`src/verilog/cesc_pkg.sv`:
```
// Purpose: Constants and types for the comparator event and sleep control
// Assumes: APB with 32-bit data, one aligned word per register
// Notes:   Register offsets other than the enable set index are chosen here
package cesc_pkg;

  // Printed offset is not a multiple of four, so it is an index
  localparam logic [7:0] IDX_INTEN_SET = 8'h05;
  localparam logic [7:0] IDX_INTEN_CLR = 8'h04;
  localparam logic [7:0] IDX_EVENT_CONTROL_REG    = 8'h02;
  localparam logic [7:0] IDX_COMPCTRL0 = 8'h08;
  localparam logic [7:0] IDX_COMPCTRL1 = 8'h09;
  localparam logic [7:0] IDX_STATUS    = 8'h06;

  // Interrupt enable fields
  localparam int BIT_IE_COMPARATOR_ZERO = 0;
  localparam int BIT_IE_COMPARATOR_ONE = 1;
  localparam int BIT_IE_WIN   = 4;
  localparam logic [7:0] INTEN_MASK  = 8'h13;
  localparam logic [7:0] INTEN_RESET = 8'h00;

  // Event control fields
  localparam int BIT_EO_COMPARATOR_ZERO = 0;
  localparam int BIT_EO_COMPARATOR_ONE = 1;
  localparam int BIT_EO_WIN   = 4;
  localparam int BIT_EI_COMPARATOR_ZERO = 8;
  localparam int BIT_EI_COMPARATOR_ONE = 9;
  localparam logic [15:0] EVENT_CONTROL_REG_MASK  = 16'h0313;
  localparam logic [15:0] EVENT_CONTROL_REG_RESET = 16'h0000;

  // Comparator control fields
  localparam int BIT_CC_ENABLE  = 0;
  localparam int BIT_CC_SINGLE  = 1;
  localparam int BIT_CC_RUNSTBY = 2;
  localparam int BIT_CC_WINDOW  = 3;
  localparam logic [7:0] COMPCTRL_MASK  = 8'h0f;
  localparam logic [7:0] COMPCTRL_RESET = 8'h00;

  // Start-up delay of an analog comparator
  localparam int STARTUP_NS     = 200;
  localparam int CLK_PERIOD_NS  = 8;
  localparam int STARTUP_CYC    = (STARTUP_NS + CLK_PERIOD_NS - 1)
                                  / CLK_PERIOD_NS;
  localparam logic [7:0] STARTUP_LAST = 8'(STARTUP_CYC - 1);

  typedef struct packed {
    logic [7:0]  paddr;
    logic        pwrite;
    logic [31:0] pwdata;
    logic        psel;
    logic        penable;
  } cesc_apb_req_s;

  typedef struct packed {
    logic [31:0] prdata;
    logic        pready;
    logic        pslverr;
  } cesc_apb_rsp_s;

  typedef struct packed {
    logic win_out;
    logic comparator_one_out;
    logic comparator_zero_out;
  } cesc_evout_s;

  typedef enum logic [3:0] {
    CH_OFF   = 4'b0001,
    CH_START = 4'b0010,
    CH_RUN   = 4'b0100,
    CH_IDLE  = 4'b1000
  } cesc_ch_e;

endpackage

```
`src/verilog/cesc_top.sv`:
```
// Purpose: Event, standby and interrupt enable control of a comparator pair
// Assumes: Analog results and the window status arrive asynchronously
// Notes:   One clock pclk; clock enable freezes all state while low
//          Window pairing follows the window bit of the first channel
//          Status edges are not captured while the clock is frozen
`timescale 1ns/1ps

module cesc_top (
  input  wire logic                   pclk,
  input  wire logic                   presetn,
  input  wire logic                   clk_en,
  input  wire cesc_pkg::cesc_apb_req_s apb_req,
  output cesc_pkg::cesc_apb_rsp_s     apb_rsp,
  input  wire logic [3:0]             start_event_zero,
  input  wire logic [3:0]             start_event_one,
  input  wire logic                   standby,
  input  wire logic [1:0]             comp_result,
  input  wire logic                   window_inside,
  output cesc_pkg::cesc_evout_s       event_out,
  output logic [1:0]                  comp_power,
  output logic [1:0]                  comp_sample,
  output logic                        clock_request,
  output logic                        wake_request
);

  logic [7:0]  inten;
  logic [15:0] event_control_reg;
  logic [7:0]  comparator_control_reg [2];
  logic [2:0]  sync_a;
  logic [2:0]  sync_b;
  logic [2:0]  sync_prev;
  logic [1:0]  start_hit;
  logic [1:0]  start_go;
  logic [2:0]  edge_seen;
  logic        wr_en;
  logic        rd_en;
  logic [7:0]  idx;
  logic [31:0] rd_data;
  logic        rd_err;
  logic        setup_phase;
  logic        wr_inten_set;
  logic        wr_inten_clr;
  logic        wr_event_control_reg;
  logic [1:0]  wr_compctrl;
  logic        pair_window;
  logic [2:0]  sync_edge;

  // Register index from a byte address
  function automatic logic [7:0] word_idx(input logic [7:0] a);
    return {2'b00, a[7:2]};
  endfunction

  // Channel runs in standby only with enable and run bit
  function automatic logic keep_on(input logic [7:0] cc, input logic sb);
    return cc[cesc_pkg::BIT_CC_ENABLE] &
           (!sb | cc[cesc_pkg::BIT_CC_RUNSTBY]);
  endfunction

  // Address map decode for the error answer
  function automatic logic is_mapped(input logic [7:0] i);
    case (i)
      cesc_pkg::IDX_INTEN_SET,
      cesc_pkg::IDX_INTEN_CLR,
      cesc_pkg::IDX_EVENT_CONTROL_REG,
      cesc_pkg::IDX_COMPCTRL0,
      cesc_pkg::IDX_COMPCTRL1,
      cesc_pkg::IDX_STATUS:    return 1'b1;
      default:                 return 1'b0;
    endcase
  endfunction

  assign idx   = word_idx(apb_req.paddr);
  assign wr_en = apb_req.psel & apb_req.penable & apb_req.pwrite & clk_en;
  assign rd_en = apb_req.psel & !apb_req.pwrite;
  assign setup_phase = apb_req.psel & !apb_req.penable;
  assign pair_window = comparator_control_reg[0][cesc_pkg::BIT_CC_WINDOW];

  // Only the second stage is read, never the metastable first one
  assign sync_edge = sync_b ^ sync_prev;

  // One write strobe for each writable address; status has none
  assign wr_inten_set   = wr_en && idx == cesc_pkg::IDX_INTEN_SET;
  assign wr_inten_clr   = wr_en && idx == cesc_pkg::IDX_INTEN_CLR;
  assign wr_event_control_reg      = wr_en && idx == cesc_pkg::IDX_EVENT_CONTROL_REG;
  assign wr_compctrl[0] = wr_en && idx == cesc_pkg::IDX_COMPCTRL0;
  assign wr_compctrl[1] = wr_en && idx == cesc_pkg::IDX_COMPCTRL1;

  // No wait states: every access phase completes at once
  assign apb_rsp = {rd_data, 1'b1, rd_err};

  // Interrupt enable state, shared by set and clear views
  always_ff @(posedge pclk or negedge presetn) begin
    if (!presetn) begin
      inten <= cesc_pkg::INTEN_RESET;
    end else if (wr_inten_set) begin
      inten <= inten | (apb_req.pwdata[7:0] & cesc_pkg::INTEN_MASK);
    end else if (wr_inten_clr) begin
      inten <= inten & ~(apb_req.pwdata[7:0] & cesc_pkg::INTEN_MASK);
    end
  end

  always_ff @(posedge pclk or negedge presetn) begin
    if (!presetn) begin
      event_control_reg <= cesc_pkg::EVENT_CONTROL_REG_RESET;
    end else if (wr_event_control_reg) begin
      event_control_reg <= apb_req.pwdata[15:0] & cesc_pkg::EVENT_CONTROL_REG_MASK;
    end
  end

  // Configuration is only held, never cleared by standby
  always_ff @(posedge pclk or negedge presetn) begin
    if (!presetn) begin
      comparator_control_reg[0] <= cesc_pkg::COMPCTRL_RESET;
      comparator_control_reg[1] <= cesc_pkg::COMPCTRL_RESET;
    end else if (wr_compctrl[0]) begin
      comparator_control_reg[0] <= apb_req.pwdata[7:0] &
                                   cesc_pkg::COMPCTRL_MASK;
    end else if (wr_compctrl[1]) begin
      comparator_control_reg[1] <= apb_req.pwdata[7:0] &
                                   cesc_pkg::COMPCTRL_MASK;
    end
  end

  // Read data is taken in the setup phase and stands until the next read
  always_ff @(posedge pclk or negedge presetn) begin
    if (!presetn) begin
      rd_data <= 32'h0000_0000;
    end else if (clk_en && rd_en && setup_phase) begin
      case (idx)
        cesc_pkg::IDX_INTEN_SET,
        cesc_pkg::IDX_INTEN_CLR: rd_data <= {24'h0, inten};
        cesc_pkg::IDX_EVENT_CONTROL_REG:    rd_data <= {16'h0, event_control_reg};
        cesc_pkg::IDX_COMPCTRL0: rd_data <= {24'h0, comparator_control_reg[0]};
        cesc_pkg::IDX_COMPCTRL1: rd_data <= {24'h0, comparator_control_reg[1]};
        cesc_pkg::IDX_STATUS:    rd_data <= {29'h0, sync_b};
        default: begin
          rd_data <= 32'h0000_0000;
        end
      endcase
    end
  end

  // Unmapped addresses answer with an error in the access phase
  always_ff @(posedge pclk or negedge presetn) begin
    if (!presetn) begin
      rd_err <= 1'b0;
    end else if (clk_en) begin
      rd_err <= setup_phase & !is_mapped(idx);
    end
  end

  // Two-stage synchroniser for results and window status
  always_ff @(posedge pclk or negedge presetn) begin
    if (!presetn) begin
      sync_a    <= 3'h0;
      sync_b    <= 3'h0;
      sync_prev <= 3'h0;
    end else if (clk_en) begin
      sync_a    <= {window_inside, comp_result};
      sync_b    <= sync_a;
      sync_prev <= sync_b;
    end
  end

  // Any of the routed sources may start a comparison
  assign start_hit[0] = |start_event_zero &
                        event_control_reg[cesc_pkg::BIT_EI_COMPARATOR_ZERO];
  assign start_hit[1] = |start_event_one &
                        event_control_reg[cesc_pkg::BIT_EI_COMPARATOR_ONE];

  // Window pairing joins both starts; otherwise each is alone
  always_comb begin
    if (pair_window) begin
      start_go = {2{|start_hit}};
    end else begin
      start_go = start_hit;
    end
  end

  // Per-comparator power and sample sequencing
  for (genvar g = 0; g < 2; g++) begin : g_ch
    cesc_pkg::cesc_ch_e state;
    logic [7:0]         cnt;
    logic               single;
    logic               on;

    assign single = comparator_control_reg[g][cesc_pkg::BIT_CC_SINGLE];
    assign on     = keep_on(comparator_control_reg[g], standby);

    always_ff @(posedge pclk or negedge presetn) begin
      if (!presetn) begin
        state <= cesc_pkg::CH_OFF;
        cnt   <= 8'h00;
      end else if (clk_en) begin
        case (state)
          cesc_pkg::CH_OFF: begin
            cnt <= 8'h00;
            if (on && (!single || start_go[g])) begin
              state <= cesc_pkg::CH_START;
            end
          end
          cesc_pkg::CH_START: begin
            if (!on) begin
              state <= cesc_pkg::CH_OFF;
            end else if (cnt == cesc_pkg::STARTUP_LAST) begin
              state <= single ? cesc_pkg::CH_RUN : cesc_pkg::CH_IDLE;
            end else begin
              cnt <= cnt + 8'h01;
            end
          end
          cesc_pkg::CH_RUN: begin
            state <= single ? cesc_pkg::CH_OFF : cesc_pkg::CH_IDLE;
          end
          cesc_pkg::CH_IDLE: begin
            // Continuous mode keeps power on through standby only with the run bit set
            if (!on) begin
              state <= cesc_pkg::CH_OFF;
            end else if (single) begin
              state <= cesc_pkg::CH_OFF;
            end
          end
          default: state <= cesc_pkg::CH_OFF;
        endcase
      end
    end

    assign comp_power[g]  = state != cesc_pkg::CH_OFF;
    assign comp_sample[g] = state == cesc_pkg::CH_RUN ||
                            state == cesc_pkg::CH_IDLE;
  end

  // Edge catch of each status bit, kept for one enabled cycle only
  always_ff @(posedge pclk or negedge presetn) begin
    if (!presetn) begin
      edge_seen <= 3'h0;
    end else if (clk_en) begin
      edge_seen <= sync_edge & {comp_sample[0], comp_sample};
    end
  end

  // Output events copy synchronised status when enabled
  always_ff @(posedge pclk or negedge presetn) begin
    if (!presetn) begin
      event_out <= '0;
    end else if (clk_en) begin
      event_out.comparator_zero_out <= sync_b[0] & comp_sample[0] &
                   event_control_reg[cesc_pkg::BIT_EO_COMPARATOR_ZERO];
      event_out.comparator_one_out <= sync_b[1] & comp_sample[1] &
                   event_control_reg[cesc_pkg::BIT_EO_COMPARATOR_ONE];
      event_out.win_out   <= sync_b[2] & &comp_sample &
                   event_control_reg[cesc_pkg::BIT_EO_WIN];
    end
  end

  // Asynchronous status change in standby asks for the clock back
  always_ff @(posedge pclk or negedge presetn) begin
    if (!presetn) begin
      clock_request <= 1'b0;
    end else if (clk_en) begin
      clock_request <= standby & |sync_edge;
    end
  end

  // Wake only for sources whose interrupt is enabled
  always_ff @(posedge pclk or negedge presetn) begin
    if (!presetn) begin
      wake_request <= 1'b0;
    end else if (clk_en) begin
      wake_request <= standby &
        ((edge_seen[0] & inten[cesc_pkg::BIT_IE_COMPARATOR_ZERO]) |
         (edge_seen[1] & inten[cesc_pkg::BIT_IE_COMPARATOR_ONE]) |
         (edge_seen[2] & inten[cesc_pkg::BIT_IE_WIN]));
    end
  end

endmodule // cesc_top

```
`config.mk`:
```
export PLATFORM = sky130hd
export DESIGN_NAME = cesc_top
export DESIGN_NICKNAME = d
export VERILOG_FILES = /design/src/verilog/cesc_pkg.sv /design/src/verilog/cesc_top.sv
export SDC_FILE = /design/constraint.sdc
export NUM_CORES = 1
export LEC_CHECK = 0
export BUFFER_PORTS_ARGS = -buffer_cell sky130_fd_sc_hd__buf_4
export CORE_MARGIN = 8
export CORE_UTILIZATION = 50
export DETAILED_ROUTE_END_ITERATION = 10
export MAX_ROUTING_LAYER = met4
export PLACE_DENSITY = 0.81
export SYNTH_ARGS = -nofsm -noshare
export SYNTH_HDL_FRONTEND = slang
export SYNTH_SLANG_ARGS = --single-unit
```
`constraint.sdc`:
```
create_clock -name pclk -period 5.24 [get_ports pclk]
set_input_delay 1.048 -clock pclk [delete_from_list [all_inputs] [get_ports pclk]]
set_output_delay 1.048 -clock pclk [all_outputs]
set_load 0.01 [all_outputs]
```
======== Yosys cells after proc, flatten, opt, wreduce, memory -nomap -nowiden ========
Cells that the tools add are included.
operators by class
  $add $sub $neg .......................... 2
  eq/ne operators ......................... 28
  multiplexer cells ....................... 28
  bitwise logic cells ..................... 31
  reductions and logical operators ........ 34
operators by type and width
  cell                                                                    count
  4-bit 2-to-1 mux                                                        14
  10-bit case mux with 5 select lines                                     1
  8-bit 2-to-1 mux                                                        6
  4-bit case mux with 4 select lines                                      2
  8-bit case mux with 2 select lines                                      2
  1-bit AND                                                               21
  6-bit by 3-bit equality test with 1-bit output (second input constant)  3
  8-bit by 1-bit adder with 8-bit output (second input constant)          2
  8-bit by 5-bit equality test with 1-bit output (second input constant)  2
  4-bit AND reduction                                                     4
  6-bit by 4-bit equality test with 1-bit output (second input constant)  2
  2-bit != test (second input constant)                                   6
  3-bit != test (second input constant)                                   4
  1-bit logical AND                                                       9
  8-bit AND                                                               1
  4-bit by 1-bit equality test with 1-bit output (second input constant)  2
  4-bit by 2-bit equality test with 1-bit output (second input constant)  2
  4-bit by 3-bit equality test with 1-bit output (second input constant)  2
  4-bit equality test (second input constant)                             2
  4-bit by 1-bit != test with 1-bit output (second input constant)        2
  5-bit inverter with 8-bit output                                        1
  8-bit by 5-bit OR with 8-bit output                                     1
  4-bit OR reduction                                                      2
  6-bit by 2-bit equality test with 1-bit output (second input constant)  1
  13 further kinds                                                        29
storage, ports and cells
  register bits after elaboration ......... 95
  input port bits ......................... 58

======== Longest topological paths before layout ========
Gate-level depths: netlist (run 1).
  depth in word-level cells ............... 8
  depth in mapped cells ................... 7
  depth with buffers taken out ............ 7

======== Worst setup path after synthesis (run 1) ========
OpenSTA, ideal clock, no wires.
  path type ............................... flip-flop to output port
  start point ............................. reg g_ch[0].state[0]
  end point ............................... out comp_power[0]
  arrival ................................. 1.391 ns
  data required time ...................... 4.192 ns
  slack ................................... 2.801 ns
  cell stages (with the launch flop) ...... 4
  path buffers ............................ 0
  path through ............................ dfstp_2 -> inv_1 -> nor4_1 -> clkinv_1
between the ends
  word-level cells in the longest chain between the ends .. 1
RTL lines
  what                                      RTL line         text
  from (decl)                               cesc_top.sv:182  cesc_pkg::cesc_ch_e state;
  from (signal assigned)                    cesc_top.sv:192  state <= cesc_pkg::CH_OFF;
  from (signal assigned)                    cesc_top.sv:199  state <= cesc_pkg::CH_START;
  from (signal assigned)                    cesc_top.sv:204  state <= cesc_pkg::CH_OFF;
  4-bit by 1-bit != test with 1-bit output  cesc_top.sv:227  assign comp_power[g] = state != cesc_pkg::CH_OFF;
  to (decl)                                 cesc_top.sv:20   output logic [1:0] comp_power,
No other way between the ends.

======== Final worst setup path (run 1) ========
Ends and elaborated chain as after synthesis.

==> results.py, run 1 <==
metrics = {
    "layout": {
        "nNetsFinal": 465,
        "area_delta_synth_final_pct": 14.1,
        "drive_gt1_frac": 0.255,
        "final_cell_mix": "63 x dfrtp_1, 47 x nand2_1, 47 x buf_4, 27 x mux2_2, 26 x conb_1",
        "final_common_cell": "dfrtp_1",
        "antenna_cells": 0,
        "largest_reg_flops": 16,
    },
    "global_routing": {
        "antenna_found_initial": 0,
        "grt_pass1_vias": 2908,
        "grt_pass1_wl_um": 13500,
        "grt_max_degree": 66,
        "grt_usage": 0.171,
        "grt_overflow": 0,
    },
    "status": {
        "status": "complete, no violations",
    },
    "sta": {
        "max_freq_mhz": 291,
        "slew_viol_final": 0,
        "fin_ws_ns": 1.80,
        "slew_headroom": 0.383,
        "rsz0062_at_grt": "no",
        "setup_violations": 0,
        "fin_skew_ns": 0.0114,
        "finalHoldViolations": 0,
        "finalSetupTns_ns": 0,
        "worst_slew_pin_slew_ns": 0.912,
        "period_share": 0.656,
        "min_period_ns": 3.44,
        "whs_ns": 0.490,
    },
    "clock_network": {
        "cts_tree": "yes",
        "clkLatencyLatePin_ns": 0.35,
        "cts_resized": 0,
        "cts_hold_buffers": 0,
        "cts_buffers": 9,
        "h-tree-depth": 3,
        "clk_pin_slew_ns": 0.08,
        "cts.sink_count": 65,
        "cts.root.buffer_cell": "clkbuf_8",
        "cts_setup_buffers": 0,
        "cts_max_path_buffers": 2,
    },
    "placement": {
        "pre_cts_ws_ns": 2.19,
        "place_congestion": 0.924,
        "dp_hpwl_um": 5880,
        "io_buffers": 47,
    },
    "logic_synthesis": {
        "ys_seq_area_frac": 0.454,
        "yosys.area.top_type": "dfrtp_1",
        "syn_area_um2": 3590,
        "async_flop_share": 1.00,
        "synth-seq-cells": 65,
        "ys.flop_type": "dfrtp_1",
        "yosysTopAreaCellShare": 0.439,
        "synth_edf_count": 0,
        "synth.area.top_cells": "dfrtp_1 44%, mux2_2 8.5%, buf_4 5.6%, nand2_1 4.9%, o21ai_0 3.2%",
        "yosysUniqueCellTypes": 60,
        "yosys_warnings": 0,
        "synth_area_per_cell_um2": 10.0,
        "synthCells": 359,
    },
    "floorplan": {
        "ios": 101,
        "num_rows": 31,
        "initial_core_util": 0.506,
        "coreArea_um2": 7100,
        "die-area_um2": 10100,
        "chipHeight_um": 101,
        "die_w_um": 101,
    },
    "worst_setup_path": {
        "required_ns": 4.19,
        "crit_type": "reg2out",
        "critPathMaxFanout": 8,
        "arrival_ns": 2.39,
        "cp-start-kind": "register",
        "end_kind": "output pin",
    },
    "detailed_routing": {
        "drt-initial-drc-count": 228,
        "vias": 2810,
        "wl_met1_um": 3410,
        "dr.pass1.iters": 4,
        "drc": 0,
        "viasPerCell": 5.54,
        "wl_per_cell_um": 15.8,
        "antenna_left": 0,
        "wl_met3_um": 518,
        "dr.max_layer_used": "met4",
        "wl_met2_um": 3970,
        "wl_um": 8000,
    },
    "pwr": {
        "p_total_mw": 1.16,
        "worst_ir_drop_vdd_mv": 0.162,
        "p_leak_nw": 1.87,
        "p_per_area_nw_per_um2": 282,
    },
    "hold_path": {
        "hold_path_class": "reg2reg",
    },
    "job": {
        "cap_violations": 0,
    },
}
## worst paths after layout
path                                  start  depth (start not counted)        endpoint  slack [ns]
max                        g_ch[0].state[0]                          4   comp_power[0]        1.80
min                              rd_data[8]                          2      rd_data[8]        0.49
max reg2reg                g_ch[0].state[0]                          6  g_ch[0].cnt[5]        2.78
min reg2reg                      rd_data[8]                          2      rd_data[8]        0.49
max in group asynchronous           presetn                          1  g_ch[0].cnt[7]        3.94
min in group asynchronous           presetn                          1      rd_data[4]        0.78
## critical path, cell delays in order, from the launching register on
cell,delay [ns]
dfstp_2,0.60
inv_1,0.07
nor4_1,0.65
clkinv_1,0.45
buf_4,0.26
## cell type report
class                           instances  area (µm²)
Clock buffer                            9         124
Clock inverter                          7        58.8
Fill cell                             622        3000
Inverter                               18        67.6
Multi-Input combinational cell        262        1740
Sequential cell                        65        1630
Tap cell                               99         124
Timing Repair Buffer                   47         353
## logic make-up after synthesis
logic type	after synthesis	synth area share
AND/OR/NAND/NOR	128	0.195
flip-flops	65	0.454
AO/OA/AOI/OAI	63	0.127
buffers and inverters	56	0.0868
multiplexers	35	0.107
XOR/XNOR	6	0.0146
adder cells (fa/ha/maj)	4	0.0139
other	2	0.00209
## report_power, final
part / switching [mW] / leakage [nW] / internal (mW)
registers: 0.0350 / 0.871 / 0.532
clock network: 0.224 / 0.0877 / 0.180
logic: 0.108 / 0.912 / 0.0763
## cells in the mapped netlist (all sizes together) (2+ instances only)
cell and number:
dfrtp 63, nand2 47, buf 28, mux2 27, o21ai 23, inv 17, nand3 15, nor2 12
nand4 11, clkbuf 10, mux2i 8, nor3 8, and3 5, or4 5, a21oi 4, ha 4
nand2b 4, nor2b 4, nor4 4, o211ai 4, o311ai 4, a2111oi 3, a211o 3, a22o 3
or4b 3, xnor2 3, xor2 3, a21o 2, a221oi 2, a32oi 2, conb 2, dfstp 2
nor3b 2, nor4b 2, o2bb2ai 2, o31ai 2
## stage by stage
step	utilization	instances	instance area (µm²)
global route	0.577	507	4100
finish	0.577	507	4100
detailed placement	0.551	491	3910
floorplan	-	383	3680
global placement	0.551	491	3910
CTS	0.577	507	4100
## metal layers
metal | up-vias | track usage
met4 | 0 | 0.0802
met5 | - | -
met2 | 95 | 0.274
li1 | 1333 | -
met3 | 13 | 0.0428
met1 | 1369 | 0.198
No activity file was read; power rests on OpenSTA's default activity.
==> inputs of run 2 (changes only) <==
==> constraint.sdc (replaced) <==
create_clock -name pclk -period 3.6 [get_ports pclk]
set_input_delay 0.72 -clock pclk [delete_from_list [all_inputs] [get_ports pclk]]
set_output_delay 0.72 -clock pclk [all_outputs]
set_load 0.01 [all_outputs]
==> run 2 against run 1 <==
Effect of this change:
- sequential power rose by 46%
- non-clock buffer count rose by 3
- core utilization rose by 1.2 points
- sequential share of layout area fell by 0.79 points
- critical path type unchanged
- critical endpoint unchanged
- highest routed layer unchanged
==> results.py, run 2 (synthesized netlist as in run 1, its figures left out) <==
metrics = {
    "status": {
        "status": "complete, no violations",
    },
    "detailed_routing": {
        "drc": 0,
        "antenna_left": 0,
        "vias": 2779,
        "wl_per_cell_um": 15.4,
        "wl_um": 7880,
        "viasPerCell": 5.45,
        "dr.pass1.iters": 4,
        "drt-initial-drc-count": 172,
    },
    "sta": {
        "finalHoldViolations": 0,
        "setup_violations": 0,
        "slew_viol_final": 0,
        "max_freq_mhz": 376,
        "fin_skew_ns": 0.00561,
        "worst_slew_pin_slew_ns": 0.808,
        "finalSetupTns_ns": 0,
        "fin_ws_ns": 0.941,
        "rsz0062_at_grt": "no",
        "min_period_ns": 2.66,
        "period_share": 0.739,
        "slew_headroom": 0.461,
    },
    "clock_network": {
        "clk_pin_slew_ns": 0.07,
        "cts.sink_count": 65,
        "cts_setup_buffers": 0,
        "clkLatencyLatePin_ns": 0.34,
        "cts.root.buffer_cell": "clkbuf_8",
        "cts_buffers": 9,
        "cts_hold_buffers": 0,
        "cts_tree": "yes",
        "cts_max_path_buffers": 2,
        "cts_resized": 0,
        "h-tree-depth": 3,
    },
    "pwr": {
        "p_comb_frac": 0.149,
        "sw_frac_of_total": 0.271,
        "pwr-share-seq": 0.444,
        "p_switching_uw": 504,
        "p_per_area_nw_per_um2": 445,
        "worst_ir_drop_vdd_mv": 0.392,
        "p_leak_nw": 1.91,
        "p_int_mw": 1.36,
        "clock_power_share": 0.407,
    },
    "layout": {
        "final_cell_mix": "63 x dfrtp_1, 50 x buf_4, 47 x nand2_1, 27 x mux2_2, 26 x conb_1",
        "largest_reg_flops": 16,
        "nNetsFinal": 468,
        "drive_gt1_frac": 0.258,
        "area_delta_synth_final_pct": 16.4,
        "fillers": 627,
        "antenna_cells": 0,
        "final_common_cell": "dfrtp_1",
    },
    "worst_setup_path": {
        "crit_end": "comp_power[0]",
        "timing.rr.end": "g_ch[1].state[3]",
        "critPathMaxFanout": 8,
        "required_ns": 2.88,
        "reg2reg_setup_slack_ns": 1.16,
        "reg2reg_from": "g_ch[1].cnt[0]",
        "arrival_ns": 1.94,
        "cp-start-kind": "register",
        "cp-startpoint": "g_ch[0].state[0]",
        "crit_type": "reg2out",
        "end_kind": "output pin",
        "reg2reg_depth": 6,
    },
    "floorplan": {
        "num_rows": 31,
        "initial_core_util": 0.506,
        "die-area_um2": 10100,
        "ios": 101,
        "die_w_um": 101,
        "chipHeight_um": 101,
        "coreArea_um2": 7100,
    },
    "global_routing": {
        "grt_usage": 0.166,
        "grt_pass1_vias": 2754,
        "grt_pass1_wl_um": 13000,
        "grt_max_degree": 66,
        "antenna_found_initial": 0,
        "grt_overflow": 0,
    },
    "placement": {
        "place_congestion": 0.920,
        "dp_hpwl_um": 5740,
        "io_buffers": 47,
        "pre_cts_ws_ns": 1.18,
    },
    "hold_path": {
        "hold_path_class": "in2async",
    },
    "job": {
        "cap_violations": 0,
    },
}
-- run 2: critical path, stage by stage, from the launching register on --
cell      delay, ns
dfstp_2        0.61
inv_1          0.08
nor4_1         0.36
clkinv_1       0.32
buf_4          0.23
-- run 2: metal layers --
| layer | track usage | vias up | part of all wire |
|---|---|---|---|
| li1 | - | 1339 | - |
| met1 | 0.199 | 1347 | 0.45 |
| met2 | 0.266 | 82 | 0.48 |
| met3 | 0.0311 | 11 | 0.051 |
| met4 | 0.0779 | 0 | 0.019 |
| met5 | - | - | 0 |
-- run 2: per-stage QoR --
stage / hold WS [ns] / utilization / cell area (µm²) / power (mW) / std cells
2_1_floorplan: 0.424 / - / 3680 / 1.02 / 383
3_3_place_gp: 0.468 / 0.555 / 3940 / 1.11 / 494
3_5_place_dp: 0.474 / 0.555 / 3940 / 1.11 / 494
4_1_cts: 0.489 / 0.589 / 4180 / 1.87 / 510
5_1_grt: 0.501 / 0.589 / 4180 / 1.95 / 510
6_report: 0.457 / 0.589 / 4180 / 1.86 / 510
-- run 2: how the worst min path moves through the flow --
stage | start | end | slack, ns
final | presetn | rd_data[2] | 0.46
after global routing | rd_err | rd_err | 0.50
after CTS | presetn | rd_data[2] | 0.49
after detailed placement | rd_err | rd_err | 0.47
after global placement | rd_err | rd_err | 0.47
after floorplan | presetn | async pin | 0.42
-- run 2: area by class of cell --
class / instances / area (µm²) / area share
tap: 99 / 124 / 0.0296
timing repair buffer: 50 / 375 / 0.0898
clock buffer: 10 / 128 / 0.0305
sequential: 65 / 1630 / 0.390
multi-input combinational: 262 / 1740 / 0.416
inverter: 18 / 67.6 / 0.0162
clock inverter: 6 / 115 / 0.0275
-- run 2: power groups by stage --
| stage | combinational [mW] | clock [mW] | sequential, mW |
|---|---|---|---|
| after floorplan | 0.203 | 0 | 0.816 |
| after global placement | 0.270 | 0 | 0.837 |
| after detailed placement | 0.276 | 0 | 0.839 |
| after CTS | 0.276 | 0.768 | 0.826 |
| after global routing | 0.312 | 0.806 | 0.832 |
| final | 0.278 | 0.758 | 0.826 |
